--- config.mk ---
export PLATFORM = sky130hd
export DESIGN_NAME = ascc_top
export DESIGN_NICKNAME = d
export VERILOG_FILES = /design/src/hdl/ascc_pkg.sv /design/src/hdl/ascc_mem.sv /design/src/hdl/ascc_tick.sv /design/src/hdl/ascc_top.sv
export VERILOG_INCLUDE_DIRS = /design/src /design/src/hdl
export SDC_FILE = /design/constraint.sdc
export NUM_CORES = 2
export LEC_CHECK = 0
export ABC_AREA = 1
export BUFFER_PORTS_ARGS = -buffer_cell sky130_fd_sc_hd__buf_4
export CAP_MARGIN = 5
export CORE_ASPECT_RATIO = 0.9
export CORE_MARGIN = 2
export CORE_UTILIZATION = 50
export CTS_CLUSTER_DIAMETER = 120
export DETAILED_ROUTE_END_ITERATION = 8
export PLACE_DENSITY = 0.67
export SLEW_MARGIN = 15
export SYNTH_ARGS = -nofsm -noshare
export SYNTH_HDL_FRONTEND = slang
export SYNTH_SLANG_ARGS = --single-unit
--- constraint.sdc ---
create_clock -name ref_clk -period 12.65 [get_ports ref_clk]
set_input_delay 0.6325 -clock ref_clk [delete_from_list [all_inputs] [get_ports ref_clk]]
set_output_delay 0.6325 -clock ref_clk [all_outputs]
set_load 0.02 [all_outputs]
--- src/hdl/ascc_params.svh ---
/*
 * constants of the sweep channel configuration block: offsets, fields, resets, timing.
 * assumes inclusion by bare name from files that need them.
 */
`ifndef ASCC_PARAMS_SVH
`define ASCC_PARAMS_SVH

// ****************************************
// register offsets
// ****************************************
`define ASCC_OFF_CTRL      12'h000
`define ASCC_OFF_IST       12'h004
`define ASCC_OFF_ICLR      12'h008
`define ASCC_OFF_IEN       12'h00c
`define ASCC_OFF_PAIR_B    12'h074
`define ASCC_OFF_PAIR_C    12'h078
`define ASCC_MEM_REGION    3'h2
`define ASCC_CTRL_RESET    2'h1

// ****************************************
// field positions
// ****************************************
`define ASCC_CTRL_OVR      0
`define ASCC_CTRL_RATE     1
`define ASCC_FLD_EN        4
`define ASCC_FLD_DIFF      5
`define ASCC_FLD_ONE       6
`define ASCC_HI_LSB        16

// ****************************************
// timing
// ****************************************
`define ASCC_REF_KHZ       25000
`define ASCC_T_KHZ         1280
`define ASCC_TICK_INC      12'((`ASCC_T_KHZ) / 10)
`define ASCC_TICK_MOD      12'((`ASCC_REF_KHZ) / 10)
`define ASCC_BASE_320K     6'h2
`define ASCC_BASE_256K     6'h3
`define ASCC_RESULT_BYTES  128
`define ASCC_SAMPLE_BYTES  2

`endif

--- src/hdl/ascc_pkg.sv ---
/*
 * types of the sweep channel configuration block.
 * assumes ascc_params.svh for numeric constants.
 */
package ascc_pkg;
    typedef enum logic [1:0] {ASCC_IDLE, ASCC_SAMPLE, ASCC_CONV} ascc_state_t;
    typedef logic [6:0] ascc_chcfg_t;
    typedef struct packed {
        ascc_chcfg_t [3:0]  cfg;
        logic               ovr;
        logic               rate;
        logic [3:0]         ien;
        logic [3:0]         ist;
        logic [3:0]         shot_done;
        ascc_state_t        state;
        logic [1:0]         cur;
        logic [5:0]         cnt;
        logic [3:0][5:0]    wptr;
        logic               conv_start;
        logic               sampling;
        logic [1:0]         conv_chan;
        logic               conv_diff;
        logic               irq;
        logic               pready;
        logic               pslverr;
        logic [31:0]        prdata;
        logic [1:0]         mem_we;
        logic [6:0]         mem_waddr;
        logic [31:0]        mem_wdata;
    } ascc_state_s_t;
endpackage

--- src/hdl/ascc_mem.sv ---
/*
 * result memory: two 16-bit sample slots per word, registered read.
 * assumes one writer and one reader on the same clock.
 */
`timescale 1ns/1ps
`default_nettype none

module ascc_mem #(
    parameter int AW = 7
) (
    input  wire logic          ref_clk,
    input  wire logic [1:0]    we,
    input  wire logic [AW-1:0] waddr,
    input  wire logic [31:0]   wdata,
    input  wire logic [AW-1:0] raddr,
    output logic      [31:0]   rdata
);
    logic [31:0] mem [0:(1<<AW)-1];

    always_ff @(posedge ref_clk) begin
        if (we[0]) mem[waddr][15:0] <= wdata[15:0];
        if (we[1]) mem[waddr][31:16] <= wdata[31:16];
        rdata <= mem[raddr];
    end
endmodule // ascc_mem
`default_nettype wire

--- src/hdl/ascc_tick.sv ---
/*
 * sample time base: one-cycle tick at the mean rate of the sample clock.
 * assumes ref_clk at the rate set in ascc_params.svh.
 */
`timescale 1ns/1ps
`default_nettype none
`include "ascc_params.svh"

module ascc_tick #(
    parameter logic [11:0] INC = `ASCC_TICK_INC,
    parameter logic [11:0] MOD = `ASCC_TICK_MOD
) (
    input  wire logic ref_clk,
    input  wire logic sys_rst,
    output logic      tick
);
    typedef struct packed {
        logic [11:0] acc;
        logic        tick;
    } ascc_tick_s_t;

    ascc_tick_s_t q;
    ascc_tick_s_t d;
    logic [12:0]  sum;

    // phase accumulator, one tick per sample clock period
    always_comb begin
        d   = q;
        sum = {1'b0, q.acc} + {1'b0, INC};
        if (sum >= {1'b0, MOD}) begin
            d.acc  = 12'(sum - {1'b0, MOD});
            d.tick = 1'b1;
        end else begin
            d.acc  = sum[11:0];
            d.tick = 1'b0;
        end
    end

    always_ff @(posedge ref_clk) begin
        if (sys_rst) q <= '0;
        else q <= d;
    end

    assign tick = q.tick;
endmodule // ascc_tick
`default_nettype wire

--- src/hdl/ascc_top.sv ---
/*
 * automatic sweep channel configuration, sequencer and result store behind APB.
 * assumes the converter front end runs on ref_clk and answers a start with conv_done.
 */
// Implementation choice: the APB slave port.
// Notes on behaviour
// RL1: 320k rate: code gives 2T to 62T
// RL2: 256k rate: code gives 3T to 63T
// RL3: T is one 1.28 MHz period
// RL4: bit 4 enables; sweep skips disabled channels
// RL5: bit 5: one differential, zero single-ended
// RL6: bit 6: zero continuous, one single shot
// RL7: fields act only in automatic sweep mode
// RL8: low half positive, high half negative channel
// RL9: offset 0x74 holds pair B channels
// RL10: offset 0x78 holds pair C channels
// RL11: override bit zero runs automatic sweep
// RL12: 128-byte area per channel, full raises flag
// RL13: each 12-bit result takes two bytes
// RL14: linear code map; bits 15:7 read zero
`timescale 1ns/1ps
`default_nettype none
`include "ascc_params.svh"

module ascc_top
    import ascc_pkg::*;
(
    input  wire logic        ref_clk,
    input  wire logic        sys_rst,
    input  wire logic        psel,
    input  wire logic        penable,
    input  wire logic        pwrite,
    input  wire logic [11:0] paddr,
    input  wire logic [31:0] pwdata,
    output logic      [31:0] prdata,
    output logic             pready,
    output logic             pslverr,
    input  wire logic        conv_done,
    input  wire logic [11:0] conv_data,
    output logic             conv_start,
    output logic             sampling,
    output logic      [1:0]  conv_chan,
    output logic             conv_diff,
    output logic             irq
);
    // ****************************************
    // declarations
    // ****************************************
    ascc_state_s_t q;
    ascc_state_s_t d;
    logic          tick;
    logic [31:0]   mem_rdata;
    logic          acc_cyc;
    logic          xfer_done;
    logic          in_mem;
    logic [3:0]    ist_set;
    logic [3:0]    ist_clr;
    logic [3:0]    elig;
    logic [3:0]    elig_after;
    logic [2:0]    pick;
    logic [2:0]    pick_after;

    // ****************************************
    // helpers
    // ****************************************
    function automatic logic [5:0] periods(input logic rate, input ascc_chcfg_t c);
        logic [5:0] base;
        base = rate ? `ASCC_BASE_256K : `ASCC_BASE_320K; // RL1 RL2
        return base + {c[3:0], 2'b00}; // RL14
    endfunction

    function automatic logic [2:0] next_ch(input logic [3:0] el, input logic [1:0] from);
        logic [2:0] r;
        logic [1:0] c;
        r = 3'h0;
        for (int i = 4; i >= 1; i--) begin
            c = 2'(from + 2'(i));
            if (el[c]) r = {1'b1, c};
        end
        return r;
    endfunction

    function automatic logic [15:0] cfg_half(input ascc_chcfg_t c);
        return {9'h000, c}; // RL14
    endfunction

    // ****************************************
    // sub blocks
    // ****************************************
    ascc_tick u_tick (
        .ref_clk (ref_clk),
        .sys_rst (sys_rst),
        .tick    (tick)
    );

    ascc_mem #(.AW(7)) u_mem (
        .ref_clk (ref_clk),
        .we      (q.mem_we),
        .waddr   (q.mem_waddr),
        .wdata   (q.mem_wdata),
        .raddr   (paddr[8:2]),
        .rdata   (mem_rdata)
    );

    // ****************************************
    // next state
    // ****************************************
    always_comb begin
        d            = q;
        d.pready     = 1'b0;
        d.pslverr    = 1'b0;
        d.conv_start = 1'b0;
        d.mem_we     = 2'b00;
        ist_set      = 4'h0;
        ist_clr      = 4'h0;
        acc_cyc      = psel && penable && !q.pready;
        xfer_done    = psel && penable && q.pready;
        in_mem       = (paddr[11:9] == `ASCC_MEM_REGION);

        // apb answer, one wait state
        if (acc_cyc) begin
            d.pready = 1'b1;
            d.prdata = 32'h0;
            if (in_mem) begin
                d.prdata  = mem_rdata;
                d.pslverr = pwrite;
            end else begin
                unique case (paddr)
                    `ASCC_OFF_CTRL: d.prdata = {30'h0, q.rate, q.ovr};
                    `ASCC_OFF_IST: d.prdata = {28'h0, q.ist};
                    `ASCC_OFF_ICLR: d.prdata = 32'h0;
                    `ASCC_OFF_IEN: d.prdata = {28'h0, q.ien};
                    `ASCC_OFF_PAIR_B: d.prdata = {cfg_half(q.cfg[1]), cfg_half(q.cfg[0])}; // RL9
                    `ASCC_OFF_PAIR_C: d.prdata = {cfg_half(q.cfg[3]), cfg_half(q.cfg[2])}; // RL10
                    default: d.pslverr = 1'b1;
                endcase
                if (pwrite && paddr == `ASCC_OFF_IST) d.pslverr = 1'b1;
            end
        end

        // apb write takes effect at the completing edge
        if (xfer_done && pwrite && !q.pslverr) begin
            unique case (paddr)
                `ASCC_OFF_CTRL: begin
                    d.ovr = pwdata[`ASCC_CTRL_OVR]; // RL11
                    d.rate = pwdata[`ASCC_CTRL_RATE];
                end
                `ASCC_OFF_ICLR: ist_clr = pwdata[3:0];
                `ASCC_OFF_IEN: d.ien = pwdata[3:0];
                `ASCC_OFF_PAIR_B: begin
                    d.cfg[0] = pwdata[6:0]; // RL8 RL9
                    d.cfg[1] = pwdata[`ASCC_HI_LSB +: 7]; // RL8 RL9
                    d.shot_done[1:0] = 2'b00;
                end
                `ASCC_OFF_PAIR_C: begin
                    d.cfg[2] = pwdata[6:0]; // RL8 RL10
                    d.cfg[3] = pwdata[`ASCC_HI_LSB +: 7]; // RL8 RL10
                    d.shot_done[3:2] = 2'b00;
                end
                default: ;
            endcase
        end

        // channel eligibility
        for (int c = 0; c < 4; c++) begin
            elig[c] = q.cfg[c][`ASCC_FLD_EN] &&
                      !(q.cfg[c][`ASCC_FLD_ONE] && q.shot_done[c]); // RL4 RL6
        end
        elig_after = elig;
        if (q.cfg[q.cur][`ASCC_FLD_ONE]) elig_after[q.cur] = 1'b0; // RL6
        pick       = next_ch(elig, q.cur);
        pick_after = next_ch(elig_after, q.cur);

        // sweep sequencer
        if (q.ovr) begin
            d.state    = ASCC_IDLE; // RL7
            d.sampling = 1'b0;
        end else begin
            unique case (q.state)
                ASCC_IDLE: begin
                    if (pick[2]) begin
                        d.state     = ASCC_SAMPLE; // RL11
                        d.cur       = pick[1:0];
                        d.cnt       = 6'h0;
                        d.sampling  = 1'b1;
                        d.conv_chan = pick[1:0];
                        d.conv_diff = q.cfg[pick[1:0]][`ASCC_FLD_DIFF]; // RL5
                    end
                end
                ASCC_SAMPLE: begin
                    if (tick) begin // RL3
                        if (q.cnt + 6'h1 == periods(q.rate, q.cfg[q.cur])) begin
                            d.state      = ASCC_CONV;
                            d.conv_start = 1'b1;
                            d.sampling   = 1'b0;
                        end else begin
                            d.cnt = q.cnt + 6'h1;
                        end
                    end
                end
                ASCC_CONV: begin
                    if (conv_done) begin
                        d.mem_we    = q.wptr[q.cur][0] ? 2'b10 : 2'b01; // RL13
                        d.mem_waddr = {q.cur, q.wptr[q.cur][5:1]}; // RL13
                        d.mem_wdata = {4'h0, conv_data, 4'h0, conv_data}; // RL13
                        d.wptr[q.cur] = q.wptr[q.cur] + 6'h1;
                        if (q.wptr[q.cur] == 6'h3f) ist_set[q.cur] = 1'b1; // RL12
                        if (q.cfg[q.cur][`ASCC_FLD_ONE]) d.shot_done[q.cur] = 1'b1; // RL6
                        if (pick_after[2]) begin
                            d.state     = ASCC_SAMPLE;
                            d.cur       = pick_after[1:0];
                            d.cnt       = 6'h0;
                            d.sampling  = 1'b1;
                            d.conv_chan = pick_after[1:0];
                            d.conv_diff = q.cfg[pick_after[1:0]][`ASCC_FLD_DIFF]; // RL5
                        end else begin
                            d.state = ASCC_IDLE;
                        end
                    end
                end
                default: d.state = ASCC_IDLE;
            endcase
        end

        // interrupt status, set wins over clear
        d.ist = (q.ist & ~ist_clr) | ist_set; // RL12
        d.irq = |(d.ist & d.ien);
    end

    // ****************************************
    // state register
    // ****************************************
    always_ff @(posedge ref_clk) begin
        if (sys_rst) begin
            q      <= '0;
            q.ovr  <= 1'(`ASCC_CTRL_RESET);
            q.rate <= 1'(`ASCC_CTRL_RESET >> 1);
        end else begin
            q <= d;
        end
    end

    // ****************************************
    // outputs
    // ****************************************
    assign prdata     = q.prdata;
    assign pready     = q.pready;
    assign pslverr    = q.pslverr;
    assign conv_start = q.conv_start;
    assign sampling   = q.sampling;
    assign conv_chan  = q.conv_chan;
    assign conv_diff  = q.conv_diff;
    assign irq        = q.irq;

    // ****************************************
    // checks
    // ****************************************
    logic [5:0]  tick_cnt;
    logic [5:0]  exp_per;
    logic [3:0]  prev_full;
    logic [31:0] wdata_q;

    always_ff @(posedge ref_clk) begin
        if (sys_rst || q.state != ASCC_SAMPLE) tick_cnt <= 6'h0;
        else if (tick) tick_cnt <= tick_cnt + 6'h1;
    end

    assign exp_per = periods(q.rate, q.cfg[q.conv_chan]);

    always_ff @(posedge ref_clk) begin
        if (sys_rst) prev_full <= 4'h0;
        else prev_full <= q.ist;
        wdata_q <= pwdata;
    end
endmodule // ascc_top
`default_nettype wire
==> summary.txt <==
Outcome
  • Status: finished, final reports clean

STA
  • Max Clk Rate: 210 MHz
  • Worst setup margin: 7.89 ns
  • Worst Tran Pin Value: 1.27 ns
  • Layout Skew: 0.0792 ns
  • Hold Vio Cnt, Final: 0
  • RSZ-0062 raised after global routing: no
  • Ratio of final minimum period to clock period: 37.7%
  • Setup TNS: 0 ns
  • Slew HR: 15.1%
  • Max Slew Vio Count: 0
  • Min cycle time layout: 4.76 ns
  • Setup violations, final: 0

Routing
  • Highest routed layer: met5
  • Vias post-DR: 73,900
  • Met1 wire length: 134,000 microns
  • DR iter-0 viols: 11,600
  • Post-DRT Antenna Nets: 0
  • Routed WL: 338,000 microns
  • Via/cell ratio: 6.45
  • WL per Instance: 29.5 microns
  • Drt pass-1 iters: 8
  • DRC Markers: 0
  • Routed wl met3: 38,500 microns
  • Routed wl met2: 153,000 microns

Synthesis
  • Asr flop ratio synth: 0%
  • Library cells used by synthesis: 57
  • Post-synth EDFFs: 3,072
  • Primary FF master, synth: edfxtp_1
  • Main area contributors after synthesis: edfxtp_1 75%, a22oi_1 9.3%, dfxtp_1 2.7%
  • Proportion of synthesized chip area in sequential cells: 78.1%
  • Cell taking the most area after synthesis: edfxtp_1
  • Avg Inst Size Synth: 15.5 sq um
  • Post-synth top cells: 3,072 x edfxtp_1, 1,521 x a22oi_1, 647 x a21oi_1, 591 x nand2_1, 368 x nor2_1
  • Yosys warnings: 0
  • Most frequent cell after synthesis: edfxtp_1
  • Synth Register Bits: 3,236
  • Cell count after synthesis: 7,870
  • Post-synth top area share: 75.4%
  • Mapped cell area: 122,000 sq um

Placement
  • PortBufs: 75
  • DP HPWL: 191,000 microns
  • Routability Congestion: 0.863
  • Place WS: 7.22 ns
  • Dpl cells: 10,900

Die
  • Initial Util: 50.2%
  • Die area: 249,000 sq um
  • DIE WIDTH: 525 microns
  • Number of I/O pins: 102
  • Rows: 172
  • Core Box Area: 244,000 sq um
  • DIE HEIGHT: 473 microns

Setup path
  • Crit path kind: input port to register
  • Max stage delay on crit path: 0.84 ns
  • WP buf/inv: 4
  • CP cell instances: buf_4 > nand2_1 > inv_8 > buf_12 > buf_4 > a22oi_1 > a21oi_1 > nor3_1 > a211oi_1 > nor2_1 > a21oi_1
  • CP max stage cell: inv_8
  • Startpoint types: input port
  • CP Data Arrival Time: 5.63 ns
  • Max FO, Critical Path: 120
  • Top delay family on crit path: buffers and inverters
  • Reg2Reg Setup Slack: 8.51 ns
  • CP Capture Type: register
  • Critical Path RT: 13.51 ns

Clock network
  • Clk sinks: 3,236
  • Postcts setup bufs: 0
  • Clock slew seen by the registers of the worst setup and hold paths: 0.06 ns
  • CTS Buffer Depth: 4
  • Clk root buf: clkbuf_16
  • CTS Buf Count: 327
  • Clock latency on the worst-skew pair: 0.95 ns
  • H-tree Lvls: 5
  • CTS tree: built

Final layout
  • Non-Filler Instances: 11,500
  • Post-layout nets: 8,066
  • Layout cells sized above 1: 11.5%
  • Area delta synth->final: 12.4%
  • Antenna Cells: 0

GRT
  • GRT Total Usage: 26.4%
  • Largest net degree at the start of global routing: 177
  • First-pass GRT wire length: 484,000 microns
  • Total gr overflow: 0
  • Antenna violations before repair: 11
  • Vias in the first global route: 69,800

Power
  • Worst VDD drop: 0.108 mV
  • Power per Cell Area: 159 nW/um^2
  • LEAKAGE: 39.4 nW

Hold path
  • Worst hold path type: input port to register

Run
  • Maxcap violations: 0
[registers in the layout (all words and copies together) (netlist names), 2 cells and up, named ones only]
name,count
conv_chan,2
prdata,24
q,73
u_mem.mem,3072
u_mem.rdata,24
u_tick.q,10
[cell families after synthesis]
logic type | count (synthesis) | share of synthesized area, %
AO/OA/AOI/OAI | 2602 | 14.6
XOR/XNOR | 13 | 0.0931
adder cells (fa/ha/maj) | 15 | 0.153
buffers and inverters | 728 | 2.70
flip-flops | 3236 | 78.1
other | 1 | 0.00307
AND/OR/NAND/NOR | 1275 | 4.38
[power breakdown]
part | leakage (nW) | internal, mW | switching [mW]
Clock | 4.97 | 5.34 | 3.96
Combinational | 10.3 | 0.287 | 0.648
Sequential | 24.2 | 11.5 | 0.0197
[layout by cell type (no fill, tap or decap), types with 18 or more instances in the layout]
cell           instances
a2111oi_0             24
a211oi_1              20
a21boi_0              98
a21oi_1              647
a221oi_1              27
a22oi_1             1521
buf_12                18
buf_4                299
bufinv_16             23
clkbuf_1              60
clkbuf_16            335
clkinv_1              73
clkinv_2              57
dfxtp_1              152
dlygate4sd3_1         27
edfxtp_1            3072
inv_1                146
nand2_1              590
nand3_1               70
nor2_1               307
nor2_2                62
nor3_1                79
nor3_2                56
nor4_1                48
o21ai_0              115
o41ai_1               44
[layout make-up]
cell class,count,area (sq um)
Inverter,166,656
Multi-Input combinational cell,3913,24100
Fill cell,18400,106000
Sequential cell,3236,95600
Clock buffer,401,8680
Tap cell,3219,4030
Timing Repair Buffer,345,2890
Clock inverter,172,1480
[per-stage QoR]
step                      hold slack, ns  util, %  cell area [sq um]  power (mW)
after global routing               0.135     56.4             137000        22.3
final                              0.151     56.4             137000        21.8
after detailed placement           0.448     52.1             127000        12.7
after global placement             0.445     52.1             127000        12.7
after floorplan                    0.424        -             122000        12.3
after CTS                          0.104     56.3             137000        21.8
[worst register-to-register path: stages (launching register included)]
cell and delay [ns]:
dfxtp_1 0.35, inv_1 0.10, ha_1 0.37, nand2_1 0.13, nor2_2 0.84, inv_1 0.52
nor2_1 0.67, inv_1 0.32, o21ai_0 0.29, nand2_1 0.07, a41oi_1 0.36
[routing by layer]
layer / vias to the layer above / global-route usage, %
li1: 31500 / -
met1: 37300 / 38.3
met2: 4549 / 39.9
met3: 593 / 5.58
met4: 8 / 9.02
met5: - / 0
[repair_timing]
action,4_1_cts,5_1_grt
hold buffers,27,0
endpoints found under the hold margin,41,0
resized for setup,0,0
[path summary, 6_finish.rpt]
| kind | cells past startpoint | endpoint | start |
|---|---|---|---|
| hold reg to reg | 2 | conv_start | u_tick.tick |
| hold / removal | 3 | q[40] | conv_done |
| setup reg to reg | 10 | irq | q[113] |
| setup / recovery | 11 | u_mem.rdata[0] | paddr[3] |
Power figures use the tool's default switching activity.
